**src/lvdstx_pkg.sv**
```systemverilog
/*
  Constants for the serialising display-link transmitter: pixel field layout,
  lane and slot counts, forwarded-clock pattern, lock and loss timing.
  Assumes a 200 MHz system clock; all times are converted from it here.
*/
package lvdstx_pkg;

  // Pixel word layout
  localparam int unsigned PIX_BITS       = 21;
  localparam int unsigned COLOUR_W       = 6;
  localparam int unsigned RED_LSB        = 0;
  localparam int unsigned GREEN_LSB      = 6;
  localparam int unsigned BLUE_LSB       = 12;
  localparam int unsigned LINE_SYNC_BIT  = 18;
  localparam int unsigned FRAME_SYNC_BIT = 19;
  localparam int unsigned DATA_VALID_BIT = 20;

  // Serial framing
  localparam int unsigned LANES = 3;
  localparam int unsigned SLOTS = 7;
  localparam logic [6:0]  FWD_CLK_PATTERN = 7'h63;

  // Clock and timing
  localparam int unsigned MCLK_PERIOD_PS = 5000;
  localparam int unsigned LOCK_MAX_MS    = 10;
  localparam int unsigned LOCK_MAX_CYC   = LOCK_MAX_MS * (1000000000 / MCLK_PERIOD_PS);
  localparam int unsigned PIX_LOSS_NS    = 2000;
  localparam int unsigned PIX_LOSS_CYC   = (PIX_LOSS_NS * 1000) / MCLK_PERIOD_PS;

  // Acquisition
  localparam int unsigned PER_W       = 16;
  localparam int unsigned LOCK_STABLE = 4;
  localparam int unsigned TOL_SHIFT   = 3;

  typedef enum logic [1:0] {
    ST_IDLE = 2'b00,
    ST_ACQ  = 2'b01,
    ST_LOCK = 2'b10
  } lvdstx_state_t;

endpackage

```
**src/lvdstx_top.sv**
```systemverilog
/*
  Display-link transmitter core: samples a 21-bit pixel word on the chosen
  edge of the oversampled pixel clock and sends it as seven evenly spaced
  slots on three data lanes, with a forwarded clock on a fourth pair.
  Assumes pixel clock, pixel data and pins are asynchronous to mclk and that
  a pad ring turns each p/n/oe triple into a differential pin.
*/
// Notes on behaviour
// RULE_01: Accept 21 bits: 18 colour, three control.
// RULE_02: Drive three data lanes plus forwarded clock.
// RULE_03: Default capture on falling pixel clock edge.
// RULE_04: Select high captures on rising edge instead.
// RULE_05: Select low or open means falling edge.
// RULE_06: Power-down floats all serial outputs.
// RULE_07: Power-down resets logic, stops lock, idles.
// RULE_08: Any order of clock, data, power-down works.
// RULE_09: Clock stop and restart relocks without power-down.
// RULE_10: Source pulses power-down after unstable clock.
// RULE_11: Track spread-spectrum clock up to five percent.
// RULE_12: Every pixel period sends all 21 bits.
// RULE_13: Seven evenly spaced slots per lane per period.
// RULE_14: Power-down pulses last at least one microsecond.
// RULE_15: Lock within ten milliseconds of stable clock.
// RULE_16: Fixed bit-to-lane table, shared with receiver.
`timescale 1ns/1ps

module lvdstx_top #(
  parameter int unsigned PER_W        = lvdstx_pkg::PER_W,
  parameter int unsigned LOCK_STABLE  = lvdstx_pkg::LOCK_STABLE,
  parameter int unsigned LOSS_CYC     = lvdstx_pkg::PIX_LOSS_CYC,
  parameter int unsigned LOCK_MAX_CYC = lvdstx_pkg::LOCK_MAX_CYC
) (
  input  wire logic                              mclk,
  input  wire logic                              sys_rst,
  input  wire logic                              ce,
  input  wire logic                              pixel_clock_in,
  input  wire logic [lvdstx_pkg::PIX_BITS-1:0]   pixel_parallel_in,
  input  wire logic                              strobe_edge_select,
  input  wire logic                              power_down_n,
  output wire logic [lvdstx_pkg::LANES-1:0]      serial_lane_out_p,
  output wire logic [lvdstx_pkg::LANES-1:0]      serial_lane_out_n,
  output wire logic [lvdstx_pkg::LANES-1:0]      serial_lane_oe,
  output logic                                   forwarded_clock_out_p,
  output logic                                   forwarded_clock_out_n,
  output logic                                   forwarded_clock_oe,
  output logic                                   link_locked
);

  localparam int unsigned LANES = lvdstx_pkg::LANES;
  localparam int unsigned SLOTS = lvdstx_pkg::SLOTS;

  // Elaboration checks
  if (LOSS_CYC < 2 || LOSS_CYC >= (1 << PER_W))
  begin : g_bad_loss
    $error("LOSS_CYC does not fit the period counter");
  end
  if (LOCK_STABLE < 1 || LOCK_STABLE >= 256)
  begin : g_bad_stable
    $error("LOCK_STABLE out of range");
  end
  if ((LOCK_STABLE + 2) * LOSS_CYC > LOCK_MAX_CYC)
  begin : g_bad_lock
    $error("Acquisition cannot finish within the lock time");
  end

  // Input synchronisers
  logic                              clk_s1_q;
  logic                              clk_s2_q;
  logic                              clk_s3_q;
  logic [lvdstx_pkg::PIX_BITS-1:0]   data_s1_q;
  logic [lvdstx_pkg::PIX_BITS-1:0]   data_s2_q;
  logic                              sel_s1_q;
  logic                              sel_s2_q;
  logic                              pd_s1_q;
  logic                              pd_s2_q;

  // Acquisition state
  lvdstx_pkg::lvdstx_state_t         state_q;
  lvdstx_pkg::lvdstx_state_t         state_d;
  logic [PER_W-1:0]                  cnt_q;
  logic [PER_W-1:0]                  period_q;
  logic [PER_W-1:0]                  period_d;
  logic [7:0]                        stable_q;
  logic [7:0]                        stable_d;

  // Serialiser
  logic [2:0]                        slot_q;
  logic [PER_W-1:0]                  acc_q;
  logic [PER_W:0]                    acc_sum;
  logic [SLOTS-1:0]                  sh_q [LANES];
  logic                              lane_p_q [LANES];
  logic                              lane_n_q [LANES];
  logic                              lane_oe_q [LANES];

  // Derived terms
  logic                              strobe;
  logic                              loss;
  logic                              near;
  logic                              powered;
  logic                              tx_on;
  logic [PER_W-1:0]                  meas;
  logic [PER_W-1:0]                  diff;

  // Nothing but the second stage reads a first stage
  always_ff @(posedge mclk or posedge sys_rst)
  begin
    if (sys_rst)
    begin
      clk_s1_q  <= 1'b0;
      clk_s2_q  <= 1'b0;
      clk_s3_q  <= 1'b0;
      data_s1_q <= '0;
      data_s2_q <= '0;
      sel_s1_q  <= 1'b0;
      sel_s2_q  <= 1'b0;
      pd_s1_q   <= 1'b0;
      pd_s2_q   <= 1'b0;
    end
    else if (ce)
    begin
      clk_s1_q  <= pixel_clock_in;
      clk_s2_q  <= clk_s1_q;
      clk_s3_q  <= clk_s2_q;
      data_s1_q <= pixel_parallel_in; // [RULE_01]
      data_s2_q <= data_s1_q;
      sel_s1_q  <= strobe_edge_select;
      sel_s2_q  <= sel_s1_q;
      pd_s1_q   <= power_down_n;
      pd_s2_q   <= pd_s1_q;
    end
  end

  // Pad pull-down is outside this core; only a firm high picks rising
  assign strobe = sel_s2_q ? (clk_s2_q & ~clk_s3_q)   // [RULE_04]
                           : (~clk_s2_q & clk_s3_q);  // [RULE_03] [RULE_05]

  // Power-down acts as a synchronous reset of everything downstream
  assign powered = pd_s2_q; // [RULE_07]
  assign tx_on   = (state_q == lvdstx_pkg::ST_LOCK);

  // Period counter between strobes; saturates to flag a stopped clock
  always_ff @(posedge mclk or posedge sys_rst)
  begin
    if (sys_rst)
    begin
      cnt_q <= '0;
    end
    else if (ce)
    begin
      if (!powered || strobe)
      begin
        cnt_q <= '0;
      end
      else if (cnt_q < LOSS_CYC[PER_W-1:0])
      begin
        cnt_q <= cnt_q + 1'b1;
      end
    end
  end

  assign meas = cnt_q + 1'b1;
  assign loss = (cnt_q == LOSS_CYC[PER_W-1:0]); // [RULE_09]
  assign diff = (meas > period_q) ? (meas - period_q) : (period_q - meas);

  // Tolerance wide enough for spread-spectrum drift, too narrow for a mode change
  assign near = (diff <= (period_q >> lvdstx_pkg::TOL_SHIFT))
                && (meas >= PER_W'(SLOTS)); // [RULE_11]

  // Lock acquisition: needs a run of consistent periods
  always_comb
  begin
    state_d  = state_q;
    period_d = period_q;
    stable_d = stable_q;
    case (state_q)
      lvdstx_pkg::ST_IDLE:
      begin
        stable_d = '0;
        if (strobe)
        begin
          state_d = lvdstx_pkg::ST_ACQ; // [RULE_08]
        end
      end
      lvdstx_pkg::ST_ACQ:
      begin
        if (loss)
        begin
          state_d = lvdstx_pkg::ST_IDLE;
        end
        else if (strobe)
        begin
          period_d = meas;
          if (near)
          begin
            stable_d = stable_q + 1'b1;
            if (stable_q == 8'(LOCK_STABLE - 1))
            begin
              state_d = lvdstx_pkg::ST_LOCK; // [RULE_15]
            end
          end
          else
          begin
            stable_d = '0;
          end
        end
      end
      lvdstx_pkg::ST_LOCK:
      begin
        if (loss)
        begin
          state_d = lvdstx_pkg::ST_IDLE; // [RULE_09]
        end
        else if (strobe)
        begin
          period_d = meas; // [RULE_11]
          if (!near)
          begin
            state_d  = lvdstx_pkg::ST_ACQ; // [RULE_09]
            stable_d = '0;
          end
        end
      end
      default:
      begin
        state_d = lvdstx_pkg::ST_IDLE;
      end
    endcase
  end

  always_ff @(posedge mclk or posedge sys_rst)
  begin
    if (sys_rst)
    begin
      state_q  <= lvdstx_pkg::ST_IDLE;
      period_q <= '0;
      stable_q <= '0;
    end
    else if (ce)
    begin
      if (!powered)
      begin
        state_q  <= lvdstx_pkg::ST_IDLE; // [RULE_07]
        period_q <= '0;
        stable_q <= '0;
      end
      else
      begin
        state_q  <= state_d;
        period_q <= period_d;
        stable_q <= stable_d;
      end
    end
  end

  // Slot timing: add SLOTS each cycle, step a slot per period wrap
  assign acc_sum = {1'b0, acc_q} + (PER_W + 1)'(SLOTS);

  always_ff @(posedge mclk or posedge sys_rst)
  begin
    if (sys_rst)
    begin
      slot_q <= '0;
      acc_q  <= '0;
    end
    else if (ce)
    begin
      if (!powered || !tx_on || strobe)
      begin
        slot_q <= '0; // [RULE_12]
        acc_q  <= '0;
      end
      else if (acc_sum >= {1'b0, period_q})
      begin
        acc_q <= PER_W'(acc_sum - {1'b0, period_q}); // [RULE_13]
        if (slot_q != 3'(SLOTS - 1))
        begin
          slot_q <= slot_q + 1'b1;
        end
      end
      else
      begin
        acc_q <= acc_sum[PER_W-1:0];
      end
    end
  end

  // Per-lane capture and drive; lane l carries pixel bits 7l to 7l+6
  for (genvar l = 0; l < LANES; l++)
  begin : g_lane
    always_ff @(posedge mclk or posedge sys_rst)
    begin
      if (sys_rst)
      begin
        sh_q[l] <= '0;
      end
      else if (ce)
      begin
        if (!powered)
        begin
          sh_q[l] <= '0;
        end
        else if (strobe)
        begin
          sh_q[l] <= data_s2_q[l*SLOTS +: SLOTS]; // [RULE_16] [RULE_12]
        end
      end
    end

    // Unlocked but powered lanes sit at a steady low instead of noise
    always_ff @(posedge mclk or posedge sys_rst)
    begin
      if (sys_rst)
      begin
        lane_p_q[l]  <= 1'b0;
        lane_n_q[l]  <= 1'b0;
        lane_oe_q[l] <= 1'b0;
      end
      else if (ce)
      begin
        lane_oe_q[l] <= powered; // [RULE_06]
        lane_p_q[l]  <= powered && tx_on && sh_q[l][slot_q]; // [RULE_02] [RULE_13]
        lane_n_q[l]  <= powered && !(tx_on && sh_q[l][slot_q]);
      end
    end

    assign serial_lane_out_p[l] = lane_p_q[l];
    assign serial_lane_out_n[l] = lane_n_q[l];
    assign serial_lane_oe[l]    = lane_oe_q[l];
  end

  // Forwarded clock follows the slot pattern of the current pixel period
  always_ff @(posedge mclk or posedge sys_rst)
  begin
    if (sys_rst)
    begin
      forwarded_clock_out_p <= 1'b0;
      forwarded_clock_out_n <= 1'b0;
      forwarded_clock_oe    <= 1'b0;
      link_locked           <= 1'b0;
    end
    else if (ce)
    begin
      forwarded_clock_oe    <= powered; // [RULE_06]
      forwarded_clock_out_p <= powered && tx_on
                               && lvdstx_pkg::FWD_CLK_PATTERN[slot_q]; // [RULE_02]
      forwarded_clock_out_n <= powered
                               && !(tx_on && lvdstx_pkg::FWD_CLK_PATTERN[slot_q]);
      link_locked           <= powered && tx_on;
    end
  end

endmodule // lvdstx_top

```
**config.mk**
```make
export PLATFORM = sky130hd
export DESIGN_NAME = lvdstx_top
export DESIGN_NICKNAME = d
export VERILOG_FILES = /design/src/lvdstx_pkg.sv /design/src/lvdstx_top.sv
export SDC_FILE = /design/constraint.sdc
export NUM_CORES = 1
export LEC_CHECK = 0
export ABC_AREA = 1
export BUFFER_PORTS_ARGS = -buffer_cell sky130_fd_sc_hd__buf_2
export CAP_MARGIN = 10
export CORE_AREA = 2 2 136 138
export CTS_BUF_LIST = sky130_fd_sc_hd__clkbuf_4 sky130_fd_sc_hd__clkbuf_8 sky130_fd_sc_hd__clkbuf_16
export DETAILED_ROUTE_END_ITERATION = 7
export DIE_AREA = 0 0 138 140
export PLACE_DENSITY_LB_ADDON = 0.3
export REMOVE_ABC_BUFFERS = 1
export SLEW_MARGIN = 30
export SYNTH_ARGS = -nofsm -noshare
export SYNTH_HDL_FRONTEND = slang
export SYNTH_SLANG_ARGS = --single-unit
```
**constraint.sdc**
```tcl
create_clock -name mclk -period 5.54 [get_ports mclk]
set_clock_uncertainty 0.15 [all_clocks]
set_input_delay 0.277 -clock mclk [delete_from_list [all_inputs] [get_ports mclk]]
set_output_delay 0.277 -clock mclk [all_outputs]
set_load 0.01 [all_outputs]
```
==> summary.md, run 1 <==
| Metric | Value |
|---|---|
| Die ar. | 19300 um^2 |
| Final Cycle Share | 89.8% |
| Fmax | 201 MHz |
| Share of the synthesized area in the top cell type | 36.6% |
| Gpl congestion | 0.926 |
| Number of global-route vias before repair | 8381 |
| Async SR Flop Fraction | 100% |
| Num Clock Sinks | 141 |
| CP startpoint kind | register |
| CP dominant cell by count | nand2_1 |
| Least-Margin Pin Slew | 910 ps |
| VDD IR max | 0.264 mV |
| Layout cells sized above 1 | 9.71% |
| Worst Hold Class | primary input to register |
| P_leak | 0.00585 uW |
| Clk_lat worst skew | 430 ps |
| # rows | 49 |
| Most instantiated cells after synthesis | 422 x nand2_1, 199 x inv_1, 141 x dfrtp_1, 76 x o21ai_0, 75 x nor2_1 |
| Min-Delay Startpoint | ce |
| Root Buffer Master | clkbuf_16 |
| CP Data Required Time | 5710 ps |
| Tot GR Track Use | 25.3% |
| Most common cell in the netlist | nand2_1 |
| # IOs | 40 |
| Arrival time worst endpoint | 5140 ps |
| Bufs and invs on worst path | 3 |
| Nets | 1490 |
| Clock buffer depth | 2 |
| Min Clock Period, post-route | 4970 ps |
| Chip height | 140 um |
| Reg2reg end | stable_q[1]$_DFFE_PP0P_ |
| Mapped Area | 9650 um^2 |
| Largest net degree at the start of global routing | 88 |
| Power consumption | 3770 uW |
| MaxCap Viol Count | 0 |
| Wirelength per Cell | 14.4 um |
| Status | finished, final reports clean |
| Setup TNS | 0 ps |
| Final WL | 23.5 mm |
| IO Port Bufs | 39 |
| Hold EP | acc_q[14]$_DFFE_PP0P_ |
| Total number of vias | 8528 |
| Antenna violations before repair | 0 |
| Top cell type by total area after synthesis | dfrtp_1 |
| Final Hold Viols | 0 |
| Distinct cells, synth | 55 |
| Iteration-0 DRC Markers | 651 |
| CTS H-Tree Depth | 4 |
| Slowest cell on the critical path | ha_1 |
| Synthesis Warnings | 0 |
| Synth-to-layout area growth | 12.9% |
| Setup violators final | 0 |
| Die outline width | 138 um |
| Length in cells of the worst reg-to-reg path | 32 |
| Hold Crit Depth | 4 |
| HPWL after DPL | 17.4 mm |
| EDFF count, synth | 0 |
| Final core utilization | 61.3% |
| Crit. End Element | register |
| Yosys reg bits | 141 |
| Pins Over Slew Limit | 0 |
| CP top delay family | simple AND/OR/NAND/NOR gates |
| Via/cell ratio | 5.23 |
| Avg Cell Area, Syn | 7.25 um^2 |
| Top post-synthesis cells by area | dfrtp_1 37%, nand2_1 16%, ha_1 9.3% |
| Max-Slew Margin vs Limit | 39.3% |
| Ys flop type | dfrtp_1 |
| Initial Util | 54.3% |
| CTS tree | done |
| R2R setup slack | 570 ps |
| # diodes | 0 |
| Setup CP Type | register to register |
| Crit path max fanout | 10 |
| Gr ovfl total | 0 |
| Crit path largest cell delay | 410 ps |
| Global-route wire length before repair | 40.2 mm |
| Mapped Cells | 1332 |
| PD cells | 346 nW/um^2 |
| Clock buffer count from CTS | 17 |
| Core Region | 17800 um^2 |
| Worst-path clk slew | 70 ps |
| Register area share after synthesis | 36.6% |
| DR DRC count | 0 |
| RR Startpoint | cnt_q[0]$_DFFE_PP0P_ |
| Antenna Nets Post-Route | 0 |
| Drt first pass iters | 6 |
==> where the power goes <==
part           leakage (uW)  total (uW)  internal, uW  switching, uW
Sequential          0.00187        1150          1110           49.0
Combinational       0.00368        1450           543            908
Clock              0.000298        1160           616            548
Total               0.00585        3770          2260           1500
==> through the flow <==
stage               worst slack, ps  hold WS [ps]  std cells  instance area (um^2)
global placement                480           304       1572                 10000
floorplan                      1130           234       1296                  9470
finish                          566           300       1630                 10900
CTS                             395           280       1629                 10900
detailed placement              412           308       1572                 10000
global route                  -1.61           336       1630                 10900
==> layout by cell type, fill, tap and decap left out, drive strengths merged, types with 25 or more instances in the layout <==
cell,synthesis,final
nand2,440,441
dlygate4sd3,0,25
inv,207,216
o21ai,84,84
ha,72,72
o22ai,38,38
a21oi,48,48
buf,15,47
nor2,82,82
dfrtp,141,141
nand3,68,68
==> kinds of logic (layout without fill, tap and decap cells) <==
group / Yosys count / after routing / share of synthesized area [%]
flip-flops: 141 / 141 / 36.6
AND/OR/NAND/NOR: 630 / 631 / 27.7
multiplexers: 4 / 4 / 0.480
adder cells (fa/ha/maj): 75 / 75 / 9.95
buffers and inverters: 245 / 313 / 10.0
AO/OA/AOI/OAI: 197 / 197 / 11.6
XOR/XNOR: 40 / 40 / 3.71
==> layer usage <==
layer  GRT usage, %  wire, um  vias to the layer above
li1               -         -                     4361
met2           42.2     11000                      213
met4           10.5       741                        0
met1           33.3     10800                     3900
met5              0         0                        -
met3           3.49       983                       54
==> registers in the layout, indices dropped and copies added (netlist names), 2 cells and up <==
| register | flops |
|---|---|
| state_q | 2 |
| data_s1_q | 21 |
| period_q | 16 |
| data_s2_q | 21 |
| stable_q | 8 |
| serial_lane_out_p | 3 |
| acc_q | 16 |
| serial_lane_out_n | 3 |
| slot_q | 3 |
| sh_q | 21 |
| cnt_q | 16 |
==> how the worst max path moves through the flow <==
| stage | slack (ps) | endpoint | start | cells after the start |
|---|---|---|---|---|
| CTS | 400 | stable_q[1]$_DFFE_PP0P_ | cnt_q[0]$_DFFE_PP0P_ | 35 |
| global route | -2 | stable_q[6]$_DFFE_PP0P_ | cnt_q[0]$_DFFE_PP0P_ | 33 |
| floorplan | 1130 | stable_q[1]$_DFFE_PP0P_ | cnt_q[0]$_DFFE_PP0P_ | 34 |
| detailed placement | 410 | stable_q[1]$_DFFE_PP0P_ | cnt_q[0]$_DFFE_PP0P_ | 35 |
| global placement | 480 | stable_q[1]$_DFFE_PP0P_ | cnt_q[0]$_DFFE_PP0P_ | 35 |
| finish | 570 | stable_q[1]$_DFFE_PP0P_ | cnt_q[0]$_DFFE_PP0P_ | 32 |
==> tightest hold or removal path: cells and delay by family <==
kind / cells / cell delay (ps)
buffers and inverters: 2 / 380
and+or+nand+nor: 2 / 180
==> final cells by class <==
class | instances | area, um^2
fill | 1589 | 6880
timing repair buffer | 72 | 505
clock inverter | 15 | 184
sequential | 141 | 3530
tap | 229 | 287
clock buffer | 17 | 425
inverter | 209 | 791
multi-input combinational | 947 | 5180
==> what timing repair did <==
item / in CTS / in global routing
setup endpoints to repair: 0 / 10
hold buffers: 25 / 0
gates resized for setup: 0 / 2
buffers inserted: 0 / 0
hold endpoints to repair: 110 / 0
Note: power is estimated with default switching activity, not from simulation.
==> inputs of run 2 (changes only) <==
==> constraint.sdc (replaced) <==
create_clock -name mclk -period 5.9 [get_ports mclk]
set_clock_uncertainty 0.15 [all_clocks]
set_input_delay 0.295 -clock mclk [delete_from_list [all_inputs] [get_ports mclk]]
set_output_delay 0.295 -clock mclk [all_outputs]
set_load 0.01 [all_outputs]
==> summary.md, run 2 (synthesis gave the netlist of run 1 again) <==
| Metric | Value |
|---|---|
| Die ar. | 19300 um^2 (unchanged) |
| Arrival time worst endpoint | 5440 ps (was 5140 ps) |
| Drt first pass iters | 8 (was 6) |
| Global-route wire length before repair | 40.3 mm (was 40.2 mm) |
| Post-DP Area | 10000 um^2 (about the same) |
| Final std cells w/o fill | 1625 (was 1630) |
| Number of global-route vias before repair | 8219 (was 8381) |
| Antenna Nets Post-Route | 0 (unchanged) |
| Wirelength per Cell | 14.7 um (was 14.4 um) |
| Via/cell ratio | 5.28 (was 5.23) |
| Total number of vias | 8587 (was 8528) |
| Most frequent cells in the layout | 422 x nand2_1, 198 x inv_1, 141 x dfrtp_1 (unchanged) |
| Least-Margin Pin Slew | 896 ps (was 910 ps) |
| MaxCap Viol Count | 0 (unchanged) |
| Final WL | 23.9 mm (was 23.5 mm) |
| PD cells | 321 nW/um^2 (was 346 nW/um^2) |
| Layout cells sized above 1 | 9.31% (was 9.71%) |
| Max-Slew Margin vs Limit | 40.2% (was 39.3%) |
| Die outline width | 138 um (unchanged) |
| Setup violators final | 0 (unchanged) |
| Iteration-0 DRC Markers | 613 (was 651) |
| Gpl congestion | 0.931 (was 0.926) |
| Top Registers | data_s1_q x21, data_s2_q x21, sh_q x21 (unchanged) |
| # rows | 49 (unchanged) |
| # fillers | 1617 (was 1589) |
| Power consumption | 3470 uW (was 3770 uW) |
| Clk_lat worst skew | 420 ps (was 430 ps) |
| CP Data Required Time | 6110 ps (was 5710 ps) |
| Tot GR Track Use | 25.3% (about the same) |
| Worst-path clk slew | 70 ps (about the same) |
| Initial Util | 54.3% (unchanged) |
| Setup TNS | 0 ps (unchanged) |
| Final Cycle Share | 88.7% (was 89.8%) |
| Crit path max fanout | 20 (was 10) |
| Synth-to-layout area growth | 12.0% (was 12.9%) |
| Worst Hold Class | register to register (was primary input to register) |
| Setup CP Type | register to register (unchanged) |
| Clock buffer count from CTS | 17 (unchanged) |
| Largest net degree at the start of global routing | 84 (was 88) |
| Bufs and invs on worst path | 4 (was 3) |
| Gr ovfl total | 0 (unchanged) |
| CP top delay family | simple AND/OR/NAND/NOR gates (unchanged) |
| Fmax | 191 MHz (was 201 MHz) |
| Chip height | 140 um (unchanged) |
| CP startpoint kind | register (unchanged) |
| CTS H-Tree Depth | 4 (unchanged) |
| Core Region | 17800 um^2 (unchanged) |
| Nets | 1486 (was 1490) |
| Status | finished, violations left (was finished, final reports clean) |
| Pins Over Slew Limit | 0 (unchanged) |
| Post-route cell area | 10800 um^2 (was 10900 um^2) |
| Failing checks | design-rule violations |
| Num Clock Sinks | 141 (unchanged) |
| Crit path largest cell delay | 410 ps (about the same) |
| Slowest cell on the critical path | dfrtp_1 (was ha_1) |
| Antenna violations before repair | 0 (unchanged) |
| RSZ-0062 raised after global routing | no |
| Root Buffer Master | clkbuf_16 (unchanged) |
| # IOs | 40 (unchanged) |
| DR DRC count | 1 (was 0) |
| # diodes | 0 (unchanged) |
| Cts repair resizes | 0 (unchanged) |
| Dpl cells | 1569 (was 1572) |
| Crit. End Element | register (unchanged) |
| HPWL after DPL | 17.4 mm (about the same) |
| P_leak | 0.00580 uW (was 0.00585 uW) |
| IO Port Bufs | 39 (unchanged) |
| CP dominant cell by count | nand2_1 (unchanged) |
| VDD IR max | 0.242 mV (was 0.264 mV) |
| Min Clock Period, post-route | 5230 ps (was 4970 ps) |
| Commonest non-fill, non-tap cell in the layout | nand2_1 (unchanged) |
| Final Hold Viols | 0 (unchanged) |
| CTS tree | done (unchanged) |
| Clock buffer depth | 2 (unchanged) |
==> run 2: cell types whose count changed in the layout (fill, tap and decap cells not counted), moves of 2 or more <==
cell / before / now
clkinv_8: 4 / 0
inv_8: 6 / 2
buf_4: 8 / 5
clkbuf_8: 0 / 2
clkinvlp_4: 0 / 2
inv_6: 3 / 5
==> run 2: cell type report <==
class / count / area, um^2 / area share (%)
clock buffers: 19 / 453 / 4.19
clock inverters: 12 / 104 / 0.961
inverters: 209 / 791 / 7.32
multi-input cells: 946 / 5160 / 47.8
flip-flops and latches: 141 / 3530 / 32.6
well taps: 229 / 287 / 2.65
repair buffers: 69 / 483 / 4.47
==> run 2: timing repair <==
action	4_1_cts	5_1_grt
setup buffers	0	0
hold endpoints to repair	103	0
hold buffers	25	0
==> run 2: report_power, final <==
| group | internal (uW) | switching (uW) |
|---|---|---|
| combinational | 510 | 845 |
| clock | 570 | 457 |
| sequential | 1040 | 46.3 |
| total | 2120 | 1350 |
==> run 2: metal layers <==
metal / vias up / GRT usage, % / part of all wire (%)
met5: - / 0 / 0
met4: 0 / 7.68 / 2.0
met3: 36 / 4.03 / 4.0
met1: 4010 / 33.5 / 46
met2: 213 / 43.2 / 48
li1: 4328 / - / -
==> run 2: final timing paths <==
check	start	to	slack (ps)	cells after the start
worst max-delay path	cnt_q[1]$_DFFE_PP0P_	stable_q[5]$_DFFE_PP0P_	670	31
worst min-delay path	data_s1_q[1]$_DFFE_PP0P_	data_s1_q[1]$_DFFE_PP0P_	320	2
worst max register to register	cnt_q[1]$_DFFE_PP0P_	stable_q[5]$_DFFE_PP0P_	670	31
worst min register to register	data_s1_q[1]$_DFFE_PP0P_	data_s1_q[1]$_DFFE_PP0P_	320	2
max in group asynchronous	sys_rst	serial_lane_out_n[1]$_DFFE_PP0P_	3890	4
min in group asynchronous	sys_rst	cnt_q[9]$_DFFE_PP0P_	370	3
==> run 2: stage by stage <==
stage / setup WS [ps] / util, % / hold WS, ps
3_5_place_dp: 746 / 56.2 / 309
5_1_grt: 165 / 60.8 / 344
2_1_floorplan: 1490 / - / 252
3_3_place_gp: 829 / 56.2 / 305
4_1_cts: 700 / 60.8 / 311
6_report: 669 / 60.8 / 320
==> run 2: tightest hold or removal path, cell delays in order, from the launching register on <==
cell	delay, ps
dfrtp_1	340
nand2_1	50
nand2_1	40
